$ cat src/core/i2c_host_pkg.sv
// Constants and types for the register-pointer bus host.
// Assumes a 40 MHz system clock and a fast-mode two-wire bus.
package i2c_host_pkg;

  // Timing
  localparam int MCLK_PERIOD_NS = 25;
  localparam int SCL_QUARTER_NS = 625;
  localparam int QUARTER_CYC    = (SCL_QUARTER_NS + MCLK_PERIOD_NS - 1) / MCLK_PERIOD_NS;

  // Direction bit
  localparam logic RW_WRITE = 1'h0;
  localparam logic RW_READ  = 1'h1;

  // Command operations
  localparam logic [1:0] OP_WRITE    = 2'h0;
  localparam logic [1:0] OP_READ     = 2'h1;
  localparam logic [1:0] OP_PTR_READ = 2'h2;

  // Far-side wide register addresses
  localparam logic [7:0] REG_RESULT_FIRST = 8'h01;
  localparam logic [7:0] REG_RESULT_LAST  = 8'h04;
  localparam logic [7:0] REG_CONFIG       = 8'h09;
  localparam logic [7:0] REG_LIMIT_FIRST  = 8'h0B;
  localparam logic [7:0] REG_LIMIT_LAST   = 8'h25;

  // Bit slot of the acknowledge
  localparam logic [3:0] ACK_SLOT = 4'h8;

  typedef enum logic [2:0] {
    ST_IDLE   = 3'h0,
    ST_START  = 3'h1,
    ST_BIT    = 3'h2,
    ST_STOP   = 3'h3,
    ST_HOLD   = 3'h4,
    ST_RSTART = 3'h5
  } state_t;

  typedef enum logic [2:0] {
    SP_ADDR_W  = 3'h0,
    SP_PTR     = 3'h1,
    SP_DATA_HI = 3'h2,
    SP_DATA_LO = 3'h3,
    SP_ADDR_R  = 3'h4,
    SP_READ    = 3'h5
  } step_t;

  // Two data bytes for wide registers, one for all others
  function automatic logic reg_is_wide(input logic [7:0] p);
    return (p >= REG_RESULT_FIRST && p <= REG_RESULT_LAST) || (p == REG_CONFIG) ||
           (p >= REG_LIMIT_FIRST && p <= REG_LIMIT_LAST);
  endfunction

endpackage

$ cat src/core/i2c_pin_sync.sv
// Three-stage synchroniser for one bus pin.
// Output moves only when the second and third stages agree.
`timescale 1ns/1ps
module i2c_pin_sync (
  // System
  input  wire logic clk,
  input  wire logic rst,
  // Pin
  input  wire logic d,
  output logic      q
);
  logic ff1_q;
  logic ff2_q;
  logic ff3_q;

  // Idle bus level is high
  always_ff @(posedge clk or posedge rst) begin
    if (rst) begin
      ff1_q <= 1'h1;
      ff2_q <= 1'h1;
      ff3_q <= 1'h1;
    end else begin
      ff1_q <= d;
      ff2_q <= ff1_q;
      ff3_q <= ff2_q;
    end
  end

  always_ff @(posedge clk or posedge rst) begin
    if (rst) begin
      q <= 1'h1;
    end else if (ff2_q == ff3_q) begin
      q <= ff3_q;
    end
  end
endmodule

$ cat src/core/i2c_quarter_tick.sv
// Free-running quarter-bit strobe for the bus clock.
// Assumes the package quarter count fits eight bits.
`timescale 1ns/1ps
module i2c_quarter_tick
  import i2c_host_pkg::*;
(
  // System
  input  wire logic clk,
  input  wire logic rst,
  // Strobe
  output logic      tick
);
  localparam logic [7:0] LAST_CNT = 8'(QUARTER_CYC - 1);

  logic [7:0] cnt_q;

  always_ff @(posedge clk or posedge rst) begin
    if (rst) begin
      cnt_q <= 8'h00;
      tick  <= 1'h0;
    end else begin
      tick  <= (cnt_q == LAST_CNT);
      cnt_q <= (cnt_q == LAST_CNT) ? 8'h00 : cnt_q + 8'h01;
    end
  end
endmodule

$ cat src/core/i2c_ptr_host.sv
// Bus host that writes register pointers and data and reads back
// single bytes or byte pairs from the selected register.
// Assumes open-drain pins resolved outside; SCL and SDA are async.
// Behaviour
// Open with start, address, direction low to write pointer or data.
// Read uses address with direction high; device then supplies bytes.
// Device acknowledges address, pointer and data bytes; host releases SDA.
// After a register's data, next byte in same write is a new pointer.
// Wide register data goes high byte first, then low byte.
// Pointer must be written before reading a register.
// Device repeats the same register on every read; pointer never advances.
// Host acknowledges every read byte except the last, then stops.
// Device releases SDA once the host declines a byte.
// Pointer survives the end of a transaction.
// New register needs new pointer write before its reads.
// Wide registers return byte pairs while the host keeps acknowledging.
// Host pulls SDA low in acknowledge slot for all but final byte.
// Every transaction ends with stop after the last acknowledge slot.
// Pointer write then repeated start and read address switch to reading.
// Registers 0x00, 0x05-0x08, 0x0A, 0x26, 0x27 take one data byte.
// Registers 0x01-0x04, 0x09, 0x0B-0x25 are wide, two data bytes.
// Device address comes from three three-level straps, 0x61 to 0x7B.
// Device ignores transactions whose address byte does not match.
`timescale 1ns/1ps
module i2c_ptr_host
  import i2c_host_pkg::*;
(
  // System
  input  wire logic        MCLK,
  input  wire logic        RST,
  // Command
  input  wire logic        CMD_VALID,
  input  wire logic [1:0]  CMD_OP,
  input  wire logic        CMD_CHAIN,
  input  wire logic [6:0]  CMD_DEV,
  input  wire logic [7:0]  CMD_PTR,
  input  wire logic [15:0] CMD_DATA,
  input  wire logic        CMD_WITH_DATA,
  input  wire logic [3:0]  CMD_COUNT,
  output logic             CMD_READY,
  // Results
  output logic             RD_VALID,
  output logic [7:0]       RD_DATA,
  output logic             DONE,
  output logic             NACK_ERR,
  output logic [7:0]       CUR_PTR,
  // Bus pins
  input  wire logic        SCL_IN,
  output logic             SCL_OUT,
  output logic             SCL_OE,
  input  wire logic        SDA_IN,
  output logic             SDA_OUT,
  output logic             SDA_OE
);
  state_t      state_q;
  step_t       step_q;
  logic [1:0]  phase_q;
  logic [3:0]  bit_q;
  logic [7:0]  sh_q;
  logic [6:0]  dev_q;
  logic [7:0]  wptr_q;
  logic [15:0] data_q;
  logic        with_data_q;
  logic        chain_q;
  logic        read_after_q;
  logic [4:0]  rd_left_q;
  logic        scl_s;
  logic        sda_s;
  logic        tick;
  logic        accept;
  logic        ptr_wide;
  logic [4:0]  rd_bytes;
  logic [3:0]  rd_vals;

  i2c_pin_sync u_scl_sync (
    .clk (MCLK),
    .rst (RST),
    .d   (SCL_IN),
    .q   (scl_s)
  );

  i2c_pin_sync u_sda_sync (
    .clk (MCLK),
    .rst (RST),
    .d   (SDA_IN),
    .q   (sda_s)
  );

  i2c_quarter_tick u_tick (
    .clk  (MCLK),
    .rst  (RST),
    .tick (tick)
  );

  assign accept = CMD_VALID && CMD_READY;
  // width picks byte count per value
  assign ptr_wide = reg_is_wide((CMD_OP == OP_READ) ? CUR_PTR : CMD_PTR);
  // Zero count still means one whole value, a full pair on wide registers
  assign rd_vals  = (CMD_COUNT == 4'h0) ? 4'h1 : CMD_COUNT;
  assign rd_bytes = ptr_wide ? {rd_vals, 1'h0} : {1'h0, rd_vals};

  // Open drain: only the enables move
  always_ff @(posedge MCLK or posedge RST) begin
    if (RST) begin
      SCL_OUT <= 1'h0;
      SDA_OUT <= 1'h0;
    end else begin
      SCL_OUT <= 1'h0;
      SDA_OUT <= 1'h0;
    end
  end

  // Command fields
  always_ff @(posedge MCLK or posedge RST) begin
    if (RST) begin
      dev_q        <= 7'h00;
      wptr_q       <= 8'h00;
      data_q       <= 16'h0000;
      with_data_q  <= 1'h0;
      chain_q      <= 1'h0;
      read_after_q <= 1'h0;
    end else if (accept) begin
      if (state_q == ST_IDLE) begin
        dev_q <= CMD_DEV;
      end
      wptr_q       <= CMD_PTR;
      data_q       <= CMD_DATA;
      with_data_q  <= CMD_WITH_DATA && (CMD_OP == OP_WRITE);
      chain_q      <= CMD_CHAIN && (CMD_OP == OP_WRITE);
      // new register via pointer write
      read_after_q <= (CMD_OP == OP_PTR_READ);
    end
  end

  // host mirrors the kept pointer
  always_ff @(posedge MCLK or posedge RST) begin
    if (RST) begin
      CUR_PTR <= 8'h00;
    end else if (tick && state_q == ST_BIT && step_q == SP_PTR && bit_q == ACK_SLOT &&
                 phase_q == 2'h3 && !NACK_ERR) begin
      CUR_PTR <= wptr_q;
    end
  end

  // Sequencer
  always_ff @(posedge MCLK or posedge RST) begin
    if (RST) begin
      state_q   <= ST_IDLE;
      step_q    <= SP_ADDR_W;
      phase_q   <= 2'h0;
      bit_q     <= 4'h0;
      sh_q      <= 8'h00;
      rd_left_q <= 5'h00;
      SCL_OE    <= 1'h0;
      SDA_OE    <= 1'h0;
      CMD_READY <= 1'h1;
      RD_VALID  <= 1'h0;
      RD_DATA   <= 8'h00;
      DONE      <= 1'h0;
      NACK_ERR  <= 1'h0;
    end else begin
      RD_VALID <= 1'h0;
      DONE     <= 1'h0;
      if (accept) begin
        CMD_READY <= 1'h0;
        NACK_ERR  <= 1'h0;
        rd_left_q <= rd_bytes;
        phase_q   <= 2'h0;
        bit_q     <= 4'h0;
        if (state_q == ST_IDLE) begin
          // write opens with direction low
          // bare read opens with direction high
          state_q <= ST_START;
          step_q  <= (CMD_OP == OP_READ) ? SP_ADDR_R : SP_ADDR_W;
          sh_q    <= {CMD_DEV, (CMD_OP == OP_READ) ? RW_READ : RW_WRITE};
        end else if (CMD_OP == OP_READ) begin
          state_q <= ST_RSTART;
        end else begin
          // held write goes on with a new pointer
          state_q <= ST_BIT;
          step_q  <= SP_PTR;
          sh_q    <= CMD_PTR;
        end
      end else if (tick) begin
        case (state_q)
          ST_IDLE, ST_HOLD: begin
            phase_q <= 2'h0;
          end
          ST_START: begin
            if (phase_q == 2'h0) begin
              SDA_OE  <= 1'h1;
              phase_q <= 2'h1;
            end else begin
              SCL_OE  <= 1'h1;
              phase_q <= 2'h0;
              state_q <= ST_BIT;
            end
          end
          ST_RSTART: begin
            // repeated start before the read address
            case (phase_q)
              2'h0: begin
                SDA_OE  <= 1'h0;
                phase_q <= 2'h1;
              end
              2'h1: begin
                SCL_OE  <= 1'h0;
                phase_q <= 2'h2;
              end
              default: begin
                if (scl_s) begin
                  phase_q <= 2'h0;
                  state_q <= ST_START;
                  step_q  <= SP_ADDR_R;
                  sh_q    <= {dev_q, RW_READ};
                end
              end
            endcase
          end
          ST_BIT: begin
            case (phase_q)
              2'h0: begin
                if (bit_q != ACK_SLOT) begin
                  SDA_OE <= (step_q == SP_READ) ? 1'h0 : !sh_q[7];
                end else if (step_q == SP_READ) begin
                  // last byte left unacknowledged
                  // other read bytes acknowledged
                  SDA_OE <= (rd_left_q != 5'h01);
                end else begin
                  // slot left to the device
                  SDA_OE <= 1'h0;
                end
                phase_q <= 2'h1;
              end
              2'h1: begin
                SCL_OE  <= 1'h0;
                phase_q <= 2'h2;
              end
              2'h2: begin
                // Waits out clock stretching
                if (scl_s) begin
                  if (bit_q != ACK_SLOT) begin
                    sh_q <= {sh_q[6:0], sda_s};
                  end else if (step_q != SP_READ) begin
                    NACK_ERR <= sda_s;
                  end
                  phase_q <= 2'h3;
                end
              end
              default: begin
                SCL_OE  <= 1'h1;
                phase_q <= 2'h0;
                if (bit_q != ACK_SLOT) begin
                  bit_q <= bit_q + 4'h1;
                end else begin
                  bit_q <= 4'h0;
                  if (step_q != SP_READ && NACK_ERR) begin
                    // unanswered byte ends the transfer
                    state_q <= ST_STOP;
                  end else begin
                    case (step_q)
                      SP_ADDR_W: begin
                        step_q <= SP_PTR;
                        sh_q   <= wptr_q;
                      end
                      SP_PTR: begin
                        if (with_data_q) begin
                          // high byte first
                          // narrow register takes one byte
                          step_q <= reg_is_wide(wptr_q) ? SP_DATA_HI : SP_DATA_LO;
                          sh_q   <= reg_is_wide(wptr_q) ? data_q[15:8] : data_q[7:0];
                        end else if (read_after_q) begin
                          // pointer written, now read
                          state_q <= ST_RSTART;
                        end else if (chain_q) begin
                          state_q   <= ST_HOLD;
                          CMD_READY <= 1'h1;
                          DONE      <= 1'h1;
                        end else begin
                          state_q <= ST_STOP;
                        end
                      end
                      SP_DATA_HI: begin
                        step_q <= SP_DATA_LO;
                        sh_q   <= data_q[7:0];
                      end
                      SP_DATA_LO: begin
                        if (chain_q) begin
                          state_q   <= ST_HOLD;
                          CMD_READY <= 1'h1;
                          DONE      <= 1'h1;
                        end else begin
                          state_q <= ST_STOP;
                        end
                      end
                      SP_ADDR_R: begin
                        step_q <= SP_READ;
                      end
                      SP_READ: begin
                        // pairs keep coming while acknowledged
                        RD_VALID  <= 1'h1;
                        RD_DATA   <= sh_q;
                        rd_left_q <= rd_left_q - 5'h01;
                        if (rd_left_q == 5'h01) begin
                          state_q <= ST_STOP;
                        end
                      end
                      default: begin
                        state_q <= ST_STOP;
                      end
                    endcase
                  end
                end
              end
            endcase
          end
          ST_STOP: begin
            // stop closes every transaction
            case (phase_q)
              2'h0: begin
                SDA_OE  <= 1'h1;
                phase_q <= 2'h1;
              end
              2'h1: begin
                SCL_OE  <= 1'h0;
                phase_q <= 2'h2;
              end
              2'h2: begin
                if (scl_s) begin
                  phase_q <= 2'h3;
                end
              end
              default: begin
                SDA_OE    <= 1'h0;
                phase_q   <= 2'h0;
                state_q   <= ST_IDLE;
                CMD_READY <= 1'h1;
                DONE      <= 1'h1;
              end
            endcase
          end
          default: begin
            state_q <= ST_STOP;
          end
        endcase
      end
    end
  end
endmodule

$ cat config.mk
export PLATFORM = sky130hd
export DESIGN_NAME = i2c_ptr_host
export DESIGN_NICKNAME = d
export VERILOG_FILES = /design/src/core/i2c_host_pkg.sv /design/src/core/i2c_pin_sync.sv /design/src/core/i2c_quarter_tick.sv /design/src/core/i2c_ptr_host.sv
export SDC_FILE = /design/constraint.sdc
export NUM_CORES = 1
export LEC_CHECK = 0
export BUFFER_PORTS_ARGS = -buffer_cell sky130_fd_sc_hd__buf_2
export CAP_MARGIN = 20
export CORE_MARGIN = 2
export CORE_UTILIZATION = 62
export DETAILED_ROUTE_END_ITERATION = 8
export GPL_TIMING_DRIVEN = 0
export HOLD_SLACK_MARGIN = 0.03
export PLACE_DENSITY = 0.95
export SKIP_CTS_REPAIR_TIMING = 1
export SLEW_MARGIN = 5
export SYNTH_ARGS = -nofsm -noshare
export SYNTH_HDL_FRONTEND = slang
export SYNTH_SLANG_ARGS = --single-unit
$ cat constraint.sdc
create_clock -name MCLK -period 4.7 [get_ports MCLK]
set_clock_uncertainty 0.2 [all_clocks]
set_input_delay 0.47 -clock MCLK [delete_from_list [all_inputs] [get_ports MCLK]]
set_output_delay 0.47 -clock MCLK [all_outputs]
set_load 0.02 [all_outputs]
==> results.json <==
{
  "overflow": 0,
  "cts_tree": "done",
  "grt_util_all_layers": 0.305,
  "drc": 0,
  "cp.required_ns": 4.77,
  "htree_levels": 3,
  "ant_nets": 0,
  "critPathArrivalTime_ns": 2.81,
  "antenna_found_initial": 0,
  "peakVddDrop_v": 0.000258,
  "fin_crit_sh": 0.583,
  "multi_input_area_sq_mm": 0.00256,
  "r2r_end": "sh_q[5]",
  "cts_sinks": 98,
  "cp-end-kind": "flip-flop",
  "grt_start_max_net_pins": 54,
  "core_sq_mm": 0.00818,
  "instances_no_fill": 735,
  "root_buffer": "clkbuf_8",
  "die_w_microns": 95.5,
  "syn_area_per_cell_sq_um": 9.55,
  "max_freq_mhz": 365,
  "max_slew.worst_pin.slew_ns": 0.756,
  "period_needed_ns": 2.74,
  "slew_headroom": 0.490,
  "cp_max_fo": 8,
  "holdCritStartpoint": "CMD_VALID",
  "rsz0062_at_grt": "no",
  "routed_wl_microns": 13400,
  "clk_pin_slew_worst_paths_ns": 0.10,
  "drive_above_1_share": 0.203,
  "grt_pass1_wl_microns": 21100,
  "crit_type": "reg -> reg",
  "cts.path.max_buffers": 2,
  "synth-edff-count": 0,
  "wl_per_cell_microns": 18.2,
  "start_util": 0.636,
  "ys_ff_latch": 98,
  "finish.utilization": 0.723,
  "postSynth.asyncResetShare": 1.00,
  "yosysSeqAreaShare": 0.474,
  "setup_tns_ns": 0,
  "worst_setup_path_start_kind": "flip-flop",
  "finalNetCount": 681,
  "regArea_sq_mm": 0.00246,
  "dieArea_sq_mm": 0.00913,
  "ys.flop_type": "dfrtp_1",
  "cts_made_buffers": 9,
  "synth_cell_types": 63,
  "clkLatencyLatePin_ns": 0.37,
  "max-cap-violations": 0,
  "run_status": "finished clean",
  "portBuffers": 65,
  "whs_endpoint": "CMD_READY",
  "fill_cells": 604,
  "hold_viol": 0,
  "gp_congestion": 0.907,
  "regToRegSetupSlack_ns": 1.96,
  "area_growth_pct": 13.8,
  "syn_area_sq_mm": 0.00520,
  "drt_iter0_drc": 392,
  "p_leak_nw": 2.79,
  "drtPass1Iterations": 5,
  "holdPathStages": 2,
  "powerDensity_mw_per_mm2": 333,
  "power.total_mw": 1.97,
  "num_io_pins": 68,
  "hp-class": "in -> reg",
  "reg2reg_from": "phase_q[0]",
  "n_antenna_cell": 0,
  "die_h_microns": 95.5,
  "hpwl_microns": 9620,
  "fp-row-count": 33,
  "synth-warning-count": 0,
  "hold_ws_ns": 0.0645,
  "netlist_instances": 544,
  "first_global_vias": 4288,
  "r2r_cells": 8,
  "finalMaxSlewViolations": 0,
  "vias": 4462,
  "dp.cells": 716,
  "vias_per_cell": 6.07,
  "setup_viol_count_final": 0
}
==> critical path, cell delays in order (launching register included) <==
cell and delay (ns):
dfrtp_1 0.47, inv_1 0.10, ha_1 0.30, nor3b_1 0.25
o21ai_1 0.12, o31a_1 0.37, or3_1 0.38, buf_2 0.18
o31ai_1 0.28
==> cell usage after synthesis (3+ instances only) <==
cell type / count / area share
a21o_1: 3 / 0.0043
a21oi_1: 30 / 0.029
a221o_1: 8 / 0.015
a31oi_1: 4 / 0.0048
and3_1: 3 / 0.0036
buf_2: 4 / 0.0039
clkbuf_1: 19 / 0.014
dfrtp_1: 89 / 0.43
dfstp_2: 9 / 0.046
ha_1: 12 / 0.029
inv_1: 14 / 0.010
mux2_2: 19 / 0.041
mux2i_1: 20 / 0.039
nand2_1: 116 / 0.084
nand2b_1: 9 / 0.011
nand3_1: 16 / 0.015
nand3b_1: 3 / 0.0043
nor2_1: 29 / 0.021
nor2b_1: 15 / 0.018
nor3_1: 10 / 0.0096
o211ai_1: 3 / 0.0043
o21ai_0: 28 / 0.027
o21ai_1: 3 / 0.0029
o21bai_1: 3 / 0.0043
o31ai_1: 13 / 0.019
or3_1: 4 / 0.0048
xnor2_1: 5 / 0.0084
xor2_1: 5 / 0.0084
==> through the flow <==
| step | instance area, sq um | setup WS (ns) |
|---|---|---|
| 6_report | 5910 | 1.96 |
| 5_1_grt | 5910 | 1.85 |
| 4_1_cts | 5880 | 1.98 |
| 3_5_place_dp | 5690 | 2.02 |
| 3_3_place_gp | 5660 | 0.530 |
| 2_1_floorplan | 5200 | 1.48 |
==> kinds of logic after synthesis <==
group,synth area share
fa+ha+maj,0.0327
simple gates,0.215
flops,0.474
mux,0.0797
compound gates,0.148
xor+xnor,0.0169
other cells,0.000722
buf+inv,0.0335
==> state kept, by name, summed over array words and instances (netlist names), 2 cells and up <==
register and cells:
step_q 3, sh_q 8, phase_q 2, bit_q 4, u_tick.cnt_q 8, RD_DATA 8
wptr_q 8, dev_q 7, CUR_PTR 8, state_q 3, data_q 16, rd_left_q 5
==> placed cells by master, fill, tap and decap left out, types with 3 or more instances in the layout <==
master	n
nor2b_1	15
mux2_2	19
dlygate4sd3_1	3
xor2_1	5
a31oi_1	4
o21ai_1	3
inv_1	13
o21bai_1	3
dfrtp_1	89
xnor2_1	5
nor2_1	29
o21ai_0	28
a21oi_1	30
nor3_1	10
and3_1	3
dfstp_2	9
nand2_1	116
mux2i_1	20
nand3b_1	3
or3_1	4
ha_1	12
clkbuf_8	11
o31ai_1	13
buf_2	69
nand2b_1	9
o211ai_1	3
clkbuf_1	19
nand3_1	16
a221o_1	8
a21o_1	3
==> how the worst max path moves through the flow <==
stage | start | to | slack (ns) | depth (start not counted)
final | phase_q[0] | sh_q[5] | 1.96 | 8
after global routing | phase_q[0] | sh_q[5] | 1.85 | 8
after detailed placement | CMD_OP[1] | rd_left_q[3] | 2.02 | 7
after CTS | phase_q[0] | sh_q[5] | 1.98 | 8
after floorplan | RST | CUR_PTR[0] | 1.48 | 1
after global placement | RST | bit_q[3] | 0.53 | 2
==> cell type report <==
type | count | share of cell area
multi-input combinational | 406 | 0.433
sequential | 98 | 0.417
timing repair buffer | 69 | 0.0647
clock buffer | 11 | 0.0256
tap | 105 | 0.0222
buffer | 27 | 0.0205
inverter | 14 | 0.00931
clock inverter | 5 | 0.00762
==> power by group <==
group	internal, mW	switching, mW
logic	0.173	0.278
registers	0.908	0.0648
clock network	0.229	0.318
==> metal layers <==
metal  GRT usage  part of all wire  vias to the layer above
li1            -                 -                     2077
met1       0.421              0.42                     2163
met5           0                 0                        -
met3      0.0569             0.070                       29
met4       0.113             0.021                        0
met2       0.483              0.49                      193
(Power assumes the default switching activity.)
